$ cat config.mk
export PLATFORM = sky130hd
export DESIGN_NAME = touch_sensor_settings_regs
export DESIGN_NICKNAME = d
export VERILOG_FILES = /design/src/verilog/touch_sensor_settings_regs.v /design/src/verilog/action_flag.v
export VERILOG_INCLUDE_DIRS = /design/src /design/src/verilog
export SDC_FILE = /design/constraint.sdc
export NUM_CORES = 1
export LEC_CHECK = 0
export ABC_AREA = 0
export BUFFER_PORTS_ARGS = -buffer_cell sky130_fd_sc_hd__clkbuf_2
export CORE_ASPECT_RATIO = 1.5
export CORE_MARGIN = 10
export CORE_UTILIZATION = 30
export DETAILED_ROUTE_END_ITERATION = 10
export GPL_ROUTABILITY_DRIVEN = 0
export PLACE_DENSITY = 0.45
export SYNTH_ARGS = -nofsm -noshare
export SYNTH_HDL_FRONTEND = slang
export SYNTH_HIERARCHICAL = 1
export SYNTH_SLANG_ARGS = --single-unit
$ cat constraint.sdc
create_clock -name core_clk -period 2.3 [get_ports core_clk]
set_clock_uncertainty 0.15 [all_clocks]
set_input_delay 0.23 -clock core_clk [delete_from_list [all_inputs] [get_ports core_clk]]
set_output_delay 0.23 -clock core_clk [all_outputs]
set_load 0.02 [all_outputs]
$ cat src/verilog/touch_settings_map.vh
// Memory-map offsets, byte indices, field positions and reset values of the settings bank
`ifndef TOUCH_SETTINGS_MAP_VH
`define TOUCH_SETTINGS_MAP_VH

`define COMP_OFFSET          8'h07
`define SETTINGS_OFFSET      8'h08
`define THRESH_OFFSET        8'h09

`define CHANNEL_COUNT        13
`define LAST_CHANNEL         4'hc

`define SET0_INDEX           4'h0
`define SET1_INDEX           4'h1
`define SET2_INDEX           4'h2
`define SET3_INDEX           4'h3
`define SET4_INDEX           4'h5
`define SET5_INDEX           4'h6

`define COMP_RESET           8'h00
`define SET0_RESET           8'h06
`define SET1_RESET           8'h00
`define SET2_RESET           8'h00
`define SET3_RESET           8'h06
`define SET4_RESET           8'h07
`define SET5_RESET           8'h7f
`define PROX_THRESH_RESET    8'h04
`define TOUCH_THRESH_RESET   8'h10

`define S0_TUNE_OFF_BIT      7
`define S0_TUNE_PART_BIT     6
`define S0_SNAP_EN_BIT       5
`define S0_RETUNE_BIT        4
`define S0_RESEED_BIT        3
`define S0_CS_SIZE_BIT       2
`define S0_BIAS_HI           1
`define S0_BIAS_LO           0

`define S1_ACK_RESET_BIT     7
`define S1_XFER_BIT          6
`define S1_TURBO_BIT         5
`define S1_HALT_CHARGE_BIT   4
`define S1_PROX_PROJ_BIT     2
`define S1_FORCE_SLEEP_BIT   1
`define S1_TUNE_BAND_BIT     0

`define S2_SOFT_RESET_BIT    7
`define S2_WDOG_OFF_BIT      6
`define S2_FORCE_HALT_BIT    5
`define S2_FILTER_OFF_BIT    4
`define S2_TIMEOUT_OFF_BIT   3
`define S2_EVENT_MODE_BIT    2
`define S2_HALT_HI           1
`define S2_HALT_LO           0

`define S3_BLOCK_SEL_BIT     7
`define S3_BETA_HI           5
`define S3_BETA_LO           4
`define S3_REJECT_EN_BIT     3
`define S3_RX_ALL_BIT        2
`define S3_RELATIVE_BIT      1
`define S3_UNFILTERED_BIT    0

`define HALT_NEVER           2'h2
`define HALT_ALWAYS          2'h3

`define REJECT_COUNT_LOW     4'h5
`define REJECT_COUNT_HIGH    4'h7

`endif

$ cat src/verilog/touch_sensor_settings_regs.v
// Settings, compensation and threshold bank of the touch controller with its control decode
`timescale 1ns/1ns
`include "touch_settings_map.vh"

module touch_sensor_settings_regs (
    input  wire        core_clk,
    input  wire        nrst,
    input  wire [7:0]  map_addr,
    input  wire [3:0]  map_index,
    input  wire        map_wr_en,
    input  wire [7:0]  map_wr_data,
    input  wire        map_rd_en,
    output reg  [7:0]  map_rd_data_reg,
    input  wire [3:0]  chan_sel,
    output reg  [7:0]  chan_comp_reg,
    output reg  [7:0]  chan_thresh_reg,
    input  wire        retune_done,
    input  wire        reseed_done,
    input  wire        low_power_exit,
    input  wire [12:0] touch_status,
    input  wire        snap_status,
    input  wire        halt_period_active,
    output wire        auto_retune_en,
    output wire        partial_tuning,
    output wire        retune_req,
    output wire        reseed_req,
    output wire        snap_detect_en,
    output reg         snap_event_reg,
    output reg         reset_flag_reg,
    output wire        soft_reset_pulse,
    output wire        turbo_mode,
    output wire        conversions_en,
    output wire        prox_projected,
    output wire        low_power_req,
    output wire        xfer_1mhz,
    output wire        tune_band_quarter,
    output wire        cs_large,
    output wire [1:0]  bias_sel,
    output wire        watchdog_timer_off,
    output wire        baseline_freeze,
    output wire        count_filter_bypass,
    output wire        comm_timeout_en,
    output wire        event_mode,
    output reg         baseline_halt_reg,
    output reg         touch_reject_reg,
    output wire        prox_all_receivers,
    output wire        relative_coords,
    output wire        unfiltered_xy,
    output wire [1:0]  beta_sel,
    output wire [7:0]  settings4_out,
    output wire [7:0]  settings5_out
);
    reg  [7:0] comp_mem [0:12];
    reg  [7:0] thresh_mem [0:12];
    reg  [7:0] set0_reg;
    reg  [7:0] set1_reg;
    reg  [7:0] set2_reg;
    reg  [7:0] set3_reg;
    reg  [7:0] set4_reg;
    reg  [7:0] set5_reg;
    reg        reset_flag_next;
    reg  [7:0] rd_next;
    integer    i;

    wire       retune_flag;
    wire       reseed_flag;
    wire       ack_flag;
    wire       sleep_flag;
    wire       soft_flag;
    wire [7:0] set0_view;
    wire [7:0] set1_view;
    wire [7:0] set2_view;
    wire       wr_set0;
    wire       wr_set1;
    wire       wr_set2;

    function hit;
        input [7:0] addr;
        input [3:0] idx;
        input [7:0] want_addr;
        input [3:0] want_idx;
        begin
            hit = (addr == want_addr) && (idx == want_idx);
        end
    endfunction

    function [3:0] count_touched;
        input [12:0] mask;
        integer k;
        begin
            count_touched = 4'h0;
            for (k = 0; k < `CHANNEL_COUNT; k = k + 1) begin
                count_touched = count_touched + {3'h0, mask[k]};
            end
        end
    endfunction

    assign wr_set0 = map_wr_en && hit(map_addr, map_index, `SETTINGS_OFFSET, `SET0_INDEX);
    assign wr_set1 = map_wr_en && hit(map_addr, map_index, `SETTINGS_OFFSET, `SET1_INDEX);
    assign wr_set2 = map_wr_en && hit(map_addr, map_index, `SETTINGS_OFFSET, `SET2_INDEX);

    // Retune request holds until the tuning pass reports done or a software reset clears it
    action_flag u_retune (
        .core_clk (core_clk),
        .nrst     (nrst),
        .set      (wr_set0 && map_wr_data[`S0_RETUNE_BIT]),
        .clear    (retune_done || soft_flag),
        .flag_reg (retune_flag)
    );

    action_flag u_reseed (
        .core_clk (core_clk),
        .nrst     (nrst),
        .set      (wr_set0 && map_wr_data[`S0_RESEED_BIT]),
        .clear    (reseed_done || soft_flag),
        .flag_reg (reseed_flag)
    );

    // Acknowledge lives one cycle: it clears the reset flag and itself on the same edge
    action_flag u_ack_reset (
        .core_clk (core_clk),
        .nrst     (nrst),
        .set      (wr_set1 && map_wr_data[`S1_ACK_RESET_BIT]),
        .clear    (ack_flag),
        .flag_reg (ack_flag)
    );

    action_flag u_force_sleep (
        .core_clk (core_clk),
        .nrst     (nrst),
        .set      (wr_set1 && map_wr_data[`S1_FORCE_SLEEP_BIT]),
        .clear    (low_power_exit || soft_flag),
        .flag_reg (sleep_flag)
    );

    action_flag u_soft_reset (
        .core_clk (core_clk),
        .nrst     (nrst),
        .set      (wr_set2 && map_wr_data[`S2_SOFT_RESET_BIT]),
        .clear    (soft_flag),
        .flag_reg (soft_flag)
    );

    // Action bits read back live, so they show zero once the work is done
    assign set0_view = {set0_reg[7:5], retune_flag, reseed_flag, set0_reg[2:0]};
    assign set1_view = {ack_flag, set1_reg[6:2], sleep_flag, set1_reg[0]};
    assign set2_view = {soft_flag, set2_reg[6:0]};

    // Storage writes; a software reset reloads defaults into every settings, compensation and threshold byte
    always @(posedge core_clk or negedge nrst) begin
        if (!nrst) begin
            set0_reg <= `SET0_RESET;
            set1_reg <= `SET1_RESET;
            set2_reg <= `SET2_RESET;
            set3_reg <= `SET3_RESET;
            set4_reg <= `SET4_RESET;
            set5_reg <= `SET5_RESET;
            for (i = 0; i < `CHANNEL_COUNT; i = i + 1) begin
                comp_mem[i] <= `COMP_RESET;
                thresh_mem[i] <= `TOUCH_THRESH_RESET;
            end
            thresh_mem[0] <= `PROX_THRESH_RESET;
        end else if (soft_flag) begin
            set0_reg <= `SET0_RESET;
            set1_reg <= `SET1_RESET;
            set2_reg <= `SET2_RESET;
            set3_reg <= `SET3_RESET;
            set4_reg <= `SET4_RESET;
            set5_reg <= `SET5_RESET;
            for (i = 0; i < `CHANNEL_COUNT; i = i + 1) begin
                comp_mem[i] <= `COMP_RESET;
                thresh_mem[i] <= `TOUCH_THRESH_RESET;
            end
            thresh_mem[0] <= `PROX_THRESH_RESET;
        end else if (map_wr_en) begin
            if (wr_set0) begin
                set0_reg <= map_wr_data;
            end
            if (wr_set1) begin
                set1_reg <= map_wr_data;
            end
            if (wr_set2) begin
                set2_reg <= map_wr_data;
            end
            if (hit(map_addr, map_index, `SETTINGS_OFFSET, `SET3_INDEX)) begin
                set3_reg <= map_wr_data;
            end
            if (hit(map_addr, map_index, `SETTINGS_OFFSET, `SET4_INDEX)) begin
                set4_reg <= map_wr_data;
            end
            if (hit(map_addr, map_index, `SETTINGS_OFFSET, `SET5_INDEX)) begin
                set5_reg <= map_wr_data;
            end
            if ((map_addr == `COMP_OFFSET) && (map_index <= `LAST_CHANNEL)) begin
                comp_mem[map_index] <= map_wr_data;
            end
            if ((map_addr == `THRESH_OFFSET) && (map_index <= `LAST_CHANNEL)) begin
                thresh_mem[map_index] <= map_wr_data;
            end
        end
    end

    // Reset indication: raised by any reset, dropped by acknowledge; a new reset wins
    always @* begin
        reset_flag_next = reset_flag_reg;
        if (ack_flag) begin
            reset_flag_next = 1'b0;
        end
        if (soft_flag) begin
            reset_flag_next = 1'b1;
        end
    end

    always @(posedge core_clk or negedge nrst) begin
        if (!nrst) begin
            reset_flag_reg <= 1'b1;
        end else begin
            reset_flag_reg <= reset_flag_next;
        end
    end

    // Read path; unmapped bytes and the unused settings slot answer zero
    always @* begin
        rd_next = 8'h00;
        case (map_addr)
            `COMP_OFFSET: begin
                if (map_index <= `LAST_CHANNEL) begin
                    rd_next = comp_mem[map_index];
                end
            end
            `SETTINGS_OFFSET: begin
                case (map_index)
                    `SET0_INDEX: rd_next = set0_view;
                    `SET1_INDEX: rd_next = set1_view;
                    `SET2_INDEX: rd_next = set2_view;
                    `SET3_INDEX: rd_next = set3_reg;
                    `SET4_INDEX: rd_next = set4_reg;
                    `SET5_INDEX: rd_next = set5_reg;
                    default:     rd_next = 8'h00;
                endcase
            end
            `THRESH_OFFSET: begin
                if (map_index <= `LAST_CHANNEL) begin
                    rd_next = thresh_mem[map_index];
                end
            end
            default: rd_next = 8'h00;
        endcase
    end

    always @(posedge core_clk or negedge nrst) begin
        if (!nrst) begin
            map_rd_data_reg <= 8'h00;
            chan_comp_reg <= 8'h00;
            chan_thresh_reg <= 8'h00;
        end else begin
            if (map_rd_en) begin
                map_rd_data_reg <= rd_next;
            end
            // Out-of-range channel selects give zero rather than aliasing
            if (chan_sel <= `LAST_CHANNEL) begin
                chan_comp_reg <= comp_mem[chan_sel];
                chan_thresh_reg <= thresh_mem[chan_sel];
            end else begin
                chan_comp_reg <= 8'h00;
                chan_thresh_reg <= 8'h00;
            end
        end
    end

    // Tuning controls; force-halt blocks auto-retune and retune requests, but not reseed requests
    assign auto_retune_en = !set0_reg[`S0_TUNE_OFF_BIT] && !set2_reg[`S2_FORCE_HALT_BIT];
    assign partial_tuning = set0_reg[`S0_TUNE_PART_BIT];
    assign retune_req = retune_flag && !set2_reg[`S2_FORCE_HALT_BIT];
    assign reseed_req = reseed_flag;
    assign snap_detect_en = set0_reg[`S0_SNAP_EN_BIT];
    assign soft_reset_pulse = soft_flag;
    assign cs_large = set0_reg[`S0_CS_SIZE_BIT];
    assign bias_sel = set0_reg[`S0_BIAS_HI:`S0_BIAS_LO];

    assign turbo_mode = set1_reg[`S1_TURBO_BIT];
    assign conversions_en = !set1_reg[`S1_HALT_CHARGE_BIT];
    assign prox_projected = set1_reg[`S1_PROX_PROJ_BIT];
    assign low_power_req = sleep_flag;
    assign xfer_1mhz = set1_reg[`S1_XFER_BIT];
    assign tune_band_quarter = set1_reg[`S1_TUNE_BAND_BIT];

    assign watchdog_timer_off = set2_reg[`S2_WDOG_OFF_BIT];
    assign baseline_freeze = set2_reg[`S2_FORCE_HALT_BIT];
    assign count_filter_bypass = set2_reg[`S2_FILTER_OFF_BIT];
    assign comm_timeout_en = !set2_reg[`S2_TIMEOUT_OFF_BIT];
    assign event_mode = set2_reg[`S2_EVENT_MODE_BIT];

    assign prox_all_receivers = set3_reg[`S3_RX_ALL_BIT];
    assign relative_coords = set3_reg[`S3_RELATIVE_BIT];
    assign unfiltered_xy = set3_reg[`S3_UNFILTERED_BIT];
    assign beta_sel = set3_reg[`S3_BETA_HI:`S3_BETA_LO];
    assign settings4_out = set4_reg;
    assign settings5_out = set5_reg;

    // Snap events, baseline halting and touch rejection are registered decisions
    always @(posedge core_clk or negedge nrst) begin
        if (!nrst) begin
            snap_event_reg <= 1'b0;
            baseline_halt_reg <= 1'b0;
            touch_reject_reg <= 1'b0;
        end else begin
            snap_event_reg <= snap_status && set0_reg[`S0_SNAP_EN_BIT];
            if (set2_reg[`S2_FORCE_HALT_BIT]) begin
                baseline_halt_reg <= 1'b1;
            end else begin
                case (set2_reg[`S2_HALT_HI:`S2_HALT_LO])
                    `HALT_NEVER:  baseline_halt_reg <= 1'b0;
                    `HALT_ALWAYS: baseline_halt_reg <= !(snap_status &&
                                                         set0_reg[`S0_SNAP_EN_BIT]);
                    default:      baseline_halt_reg <= halt_period_active;
                endcase
            end
            if (!set3_reg[`S3_REJECT_EN_BIT]) begin
                touch_reject_reg <= 1'b0;
            end else if (set3_reg[`S3_BLOCK_SEL_BIT]) begin
                touch_reject_reg <= count_touched(touch_status) >= `REJECT_COUNT_HIGH;
            end else begin
                touch_reject_reg <= count_touched(touch_status) >= `REJECT_COUNT_LOW;
            end
        end
    end
endmodule

$ cat src/verilog/action_flag.v
// Self-clearing action bit: host sets it, device logic clears it, a set beats a clear
`timescale 1ns/1ns
module action_flag (
    input  wire core_clk,
    input  wire nrst,
    input  wire set,
    input  wire clear,
    output reg  flag_reg
);
    reg flag_next;

    always @* begin
        flag_next = flag_reg;
        if (clear) begin
            flag_next = 1'b0;
        end
        // A write that lands with the clear must not be lost
        if (set) begin
            flag_next = 1'b1;
        end
    end

    always @(posedge core_clk or negedge nrst) begin
        if (!nrst) begin
            flag_reg <= 1'b0;
        end else begin
            flag_reg <= flag_next;
        end
    end
endmodule

[Word level (Yosys, flattened, before mapping)]
Index checks and enable logic that the tools add are counted.
Word-level totals
  register bits after elaboration: 287
  logic and storage cells: 185
Cells by class
  reduce and logical (&&, ||, !) cells: 50
  bitwise logic cells: 2
  $lt $le $gt $ge: 7
  muxes and demuxes: 60
  add/subtract/negate cells: 12
  equal/unequal tests: 10
Operators with widths (number)
  104-bit two-way mux: 6
  104-bit bitwise mux: 2
  8-bit two-way mux: 25
  8-bit binary-select mux with 4-bit select: 4
  8-bit one-hot mux with 6 select lines: 1
  7-bit two-way mux: 6
  4-bit by 1-bit adder with 4-bit output: 9
  8-bit demux with 4-bit select: 1
  2-bit nonzero test: 13
  8-bit one-hot mux with 3 select lines: 1
  1-bit logical AND: 20
  8-bit by 4-bit equality test with 1-bit output (second input constant): 2
  2-bit AND reduction: 8
  1-bit two-way mux: 13
  5-bit >= comparator (second input constant): 2
  4-bit inverter with 5-bit output: 2
  4-bit by 2-bit equality test with 1-bit output (second input constant): 2
  4-bit by 3-bit equality test with 1-bit output (second input constant): 2
  8-bit by 3-bit equality test with 1-bit output (second input constant): 1
  4-bit by 3-bit >= comparator with 1-bit output (second input constant): 2
  4-bit <= comparator (second input constant): 2
  1-bit logical NOT: 5
  5-bit by 1-bit < comparator with 1-bit output (second input constant): 1
  3-bit by 1-bit adder with 4-bit output: 1
  7 further kinds: 10

[Longest topological paths before layout]
  depth in word-level cells: 15
  mapped depth: 12
  gate-level depth less buffers: 12

[Hierarchy]
The synthesis kept the hierarchy.
Modules (own cells, without submodules)
  touch_sensor_settings_regs: instances 1, area each 15660.0 sq um, sequential area each 7016.7 sq um, cells each 1464
  action_flag: instances 5, area each 36.3 sq um, sequential area each 25.0 sq um, cells each 3

[Least setup slack after synthesis]
OpenSTA, ideal clock, no wires.
  path type: input to register
  start: input touch_status[5]
  end: register touch_reject_reg
  setup time: 0.066 ns
  buffers on the path: 0
  slack: -1.572 ns
  cell stages on the path: 12
  arrival time: 3.656 ns
  cells stage by stage: inv_1 > fa_1 > fa_1 > fa_1 > fa_1 > inv_1 > fa_1 > inv_1 > fa_1 > maj3_1 > o21ai_0 > and2_1
On the way
  word-level cells in the longest chain between the ends: 11
  elaborated cells between the ends (all ways): 12
  classes of those cells: add/sub (8); order compare (2); mux (2)
RTL lines
  from (decl): line touch_sensor_settings_regs.v:20  | input wire [12:0] touch_status,
  4-bit by 1-bit adder with 4-bit output (*) (8 in series): line touch_sensor_settings_regs.v:93  | count_touched = count_touched + {3'h0, mask[k]};
  4-bit by 3-bit >= comparator with 1-bit output (no source line)
  1-bit two-way mux (*): line touch_sensor_settings_regs.v:321  | end else if (set3_reg[`S3_BLOCK_SEL_BIT]) begin
  1-bit two-way mux (*): line touch_sensor_settings_regs.v:319  | if (!set3_reg[`S3_REJECT_EN_BIT]) begin
  to (signal assigned): line touch_sensor_settings_regs.v:322  | touch_reject_reg <= count_touched(touch_status) >= `REJECT_COUNT_HIGH;
  to (signal assigned): line touch_sensor_settings_regs.v:324  | touch_reject_reg <= count_touched(touch_status) >= `REJECT_COUNT_LOW;
  to (decl): line touch_sensor_settings_regs.v:45  | output reg touch_reject_reg,
Mark *: on every way between the ends. The rest lies on a longest branch, timed or not.
A chain may end at the register's enable or synchronous reset.

[Final worst setup path]
  start: input touch_status[9]
  end: register touch_reject_reg
On the way
  word-level cells in the longest chain between the ends: 7
  elaborated cells between the ends (all ways): 8
  classes of those cells: add/sub (4); order compare (2); mux (2)
RTL lines (line)
  4-bit by 1-bit adder with 4-bit output (*) (4 in series): touch_sensor_settings_regs.v:93
  4-bit by 3-bit >= comparator with 1-bit output (no source line)
  1-bit two-way mux (*): touch_sensor_settings_regs.v:321
  1-bit two-way mux (*): touch_sensor_settings_regs.v:319
Marks and branches as above.

==> flow_metrics.tcl <==
set metrics [dict create \
    syn_area_per_cell_um2 10.7 \
    path_class "in -> reg" \
    syn_area_um2 15800 \
    dp_slack_ns -1.78 \
    synth_edf_count 0 \
    layout_common_cells "mux2i_1, dfrtp_1, nor2_1" \
    failed_checks "negative setup slack" \
    grt_pass1_wl_um 90000 \
    cts_buffer_depth 3 \
    ys_warn_count 6 \
    grt_start_max_net_pins 115 \
    cts_buffers 31 \
    design_area_um2 19600 \
    antenna_found_initial 0 \
    mostFrequentLayoutCell "mux2i_1" \
    num_vias 12500 \
    synth.distinct_cells 60 \
    worstMarginPinSlew_ns 1.12 \
    synth_largest_area_cell "dfrtp_1" \
    wl_per_cell_um 25.3 \
    nNetsFinal 1706 \
    ant_nets 0 \
    dieWidth_um 208 \
    cts_setup_buffers 0 \
    fin_crit_sh_pct 143 \
    fin_util_pct 37.3 \
    power_density_nw_per_um2 610 \
    reg2reg_from "u_force_sleep/flag_reg" \
    fp.coreArea_um2 52500 \
    grt_overflow 0 \
    grt_use_total_pct 18.7 \
    yosysSeqAreaShare_pct 45.1 \
    clock.fmax_mhz 304 \
    period_needed_ns 3.28 \
    worstSkewPairLatency_ns 0.60 \
    power_leakage_nw 8.93 \
    start_util_pct 30.2 \
    r2r_end "map_rd_data_reg[1]" \
    slew_viol_final 0 \
    reg_top3 "comp_mem: 104 flops, thresh_mem: 104 flops" \
    clock_sinks 284 \
    drt_wl_total_um 59500 \
    drive_gt1_share_pct 26.3 \
    row_count 103 \
    ys_seq_elements 284 \
    cts_max_level 1 \
    drt_drc_violations_left 0 \
    yosys.area.top_type_share_pct 40.4 \
    hpwlAfterDp_um 41100 \
    synthTopCellsByArea "dfrtp_1, mux2i_1, mux4_2" \
    synth_ff_type "dfrtp_1" \
    postSynth.asyncResetShare_pct 100 \
    die_h_um 301 \
    grt_pass1_vias 13300 \
    arrival_ns 3.65 \
    ios 115 \
    outcome "finished with violations" \
    synthToLayoutAreaGrowth_pct 23.5 \
    synth_fp_nets 1536 \
    hold_class "in -> async" \
    first_pass_iters 6 \
    via_per_inst 5.29 \
    reg2reg_depth 5 \
    nFillCells 5242 \
    crit_path_end_kind "flop" \
    slew_headroom_pct 25.1 \
    diodes 0 \
    hold_viol_final 0 \
    start_kind "input port" \
    startpoint "touch_status[9]" \
    tritoncts "done" \
    cp.required_ns 2.67 \
    floorplan.die_area_um2 62600 \
    ir_worst_vdd_mv 0.561 \
    rsz0062_at_grt "yes" \
    holdWs_ns 0.00127 \
    dpl_cell_area_um2 18400 \
    crit_fanout 2 \
    io_buffers 114 \
    path_clk_slew_ns 0.06 \
    setup_viol 1 \
    finalWorstSetupSlack_ns -0.984 \
    root_buffer "clkbuf_16" \
    reg2reg_slack_ns 0.23 \
    drv_cap 0 \
    syn-instance-count 1479 \
    first_iter_violations 957 \
]
[cells by family after synthesis]
family / share of synthesized area, %
buffers and inverters: 4.15
DFF: 45.1
xor gates and xnor gates: 0.0553
muxes: 24.2
and+or+nand+nor: 15.9
adders and majority gates: 1.31
AOI/OAI and AO/OA: 9.33
[how the worst max path moves through the flow]
stage / endpoint / cells after the start
detailed placement: touch_reject_reg / 13
global placement: touch_reject_reg / 13
global route: touch_reject_reg / 13
CTS: touch_reject_reg / 13
finish: touch_reject_reg / 13
floorplan: touch_reject_reg / 12
[where the power goes]
part | leakage [nW] | internal [W] | switching (W)
Clock | 0.539 | 0.00321 | 0.00222
Combinational | 4.54 | 0.000511 | 0.000813
Sequential | 3.84 | 0.00512 | 0.0000658
Total | 8.93 | 0.00884 | 0.00310
[per-stage QoR]
stage	total power, W	cells	setup TNS [ns]
global route	0.0124	2356	-1.08
finish	0.0119	2356	-0.984
global placement	0.00657	2290	-2.83
floorplan	0.00597	1479	-1.49
detailed placement	0.00659	2290	-3.00
CTS	0.0121	2356	-1.03
[final cells by class]
type                    count  area, um2  share of cell area (%)
flip-flops and latches    284       7150                    36.5
multi-input cells        1036       8070                    41.2
clock buffers              46        922                    4.71
inverters                  33        131                   0.671
clock inverters            12        170                   0.870
repair buffers            263       2280                    11.6
well taps                 682        853                    4.36
[routing by layer]
metal	wire length [um]	global-route usage [%]	vias to the layer above
met3	2400	2.07	86
li1	-	-	5611
met4	1710	5.95	0
met1	24300	22.6	6430
met2	31200	34.1	342
met5	0	0	-
[critical path, cell delays in order]
cell,delay (ns)
buf_6,0.07
inv_2,0.03
fa_1,0.49
fa_1,0.53
fa_1,0.43
fa_1,0.49
inv_1,0.05
fa_2,0.34
inv_2,0.07
fa_1,0.39
maj3_2,0.31
o21ai_2,0.10
and2_1,0.13
[what timing repair did]
| action | in CTS | in global routing |
|---|---|---|
| gates cloned | 0 | 0 |
| setup endpoints to repair | 1 | 1 |
| hold endpoints to repair | 287 | 0 |
| hold buffers | 8 | 0 |
| gates resized for setup | 1 | 5 |
| pin swaps | 6 | 0 |
[Yosys cell counts, types with 8 or more instances]
library cell and n:
nor3_4 13, mux4_2 51, a31oi_1 18, or3_1 8, a21oi_1 58, o22ai_1 35, nand2_1 180, mux2i_1 267
a211o_1 22, nand2b_1 8, nor2_1 182, buf_2 25, nand3_1 11, nor2b_1 27, o21ai_0 10, nand3b_1 11
fa_1 8, clkbuf_1 93, a221oi_1 16, inv_1 33, nor4_4 9, dfrtp_1 256, dfstp_2 28
No activity file was read; power rests on OpenSTA's default activity.
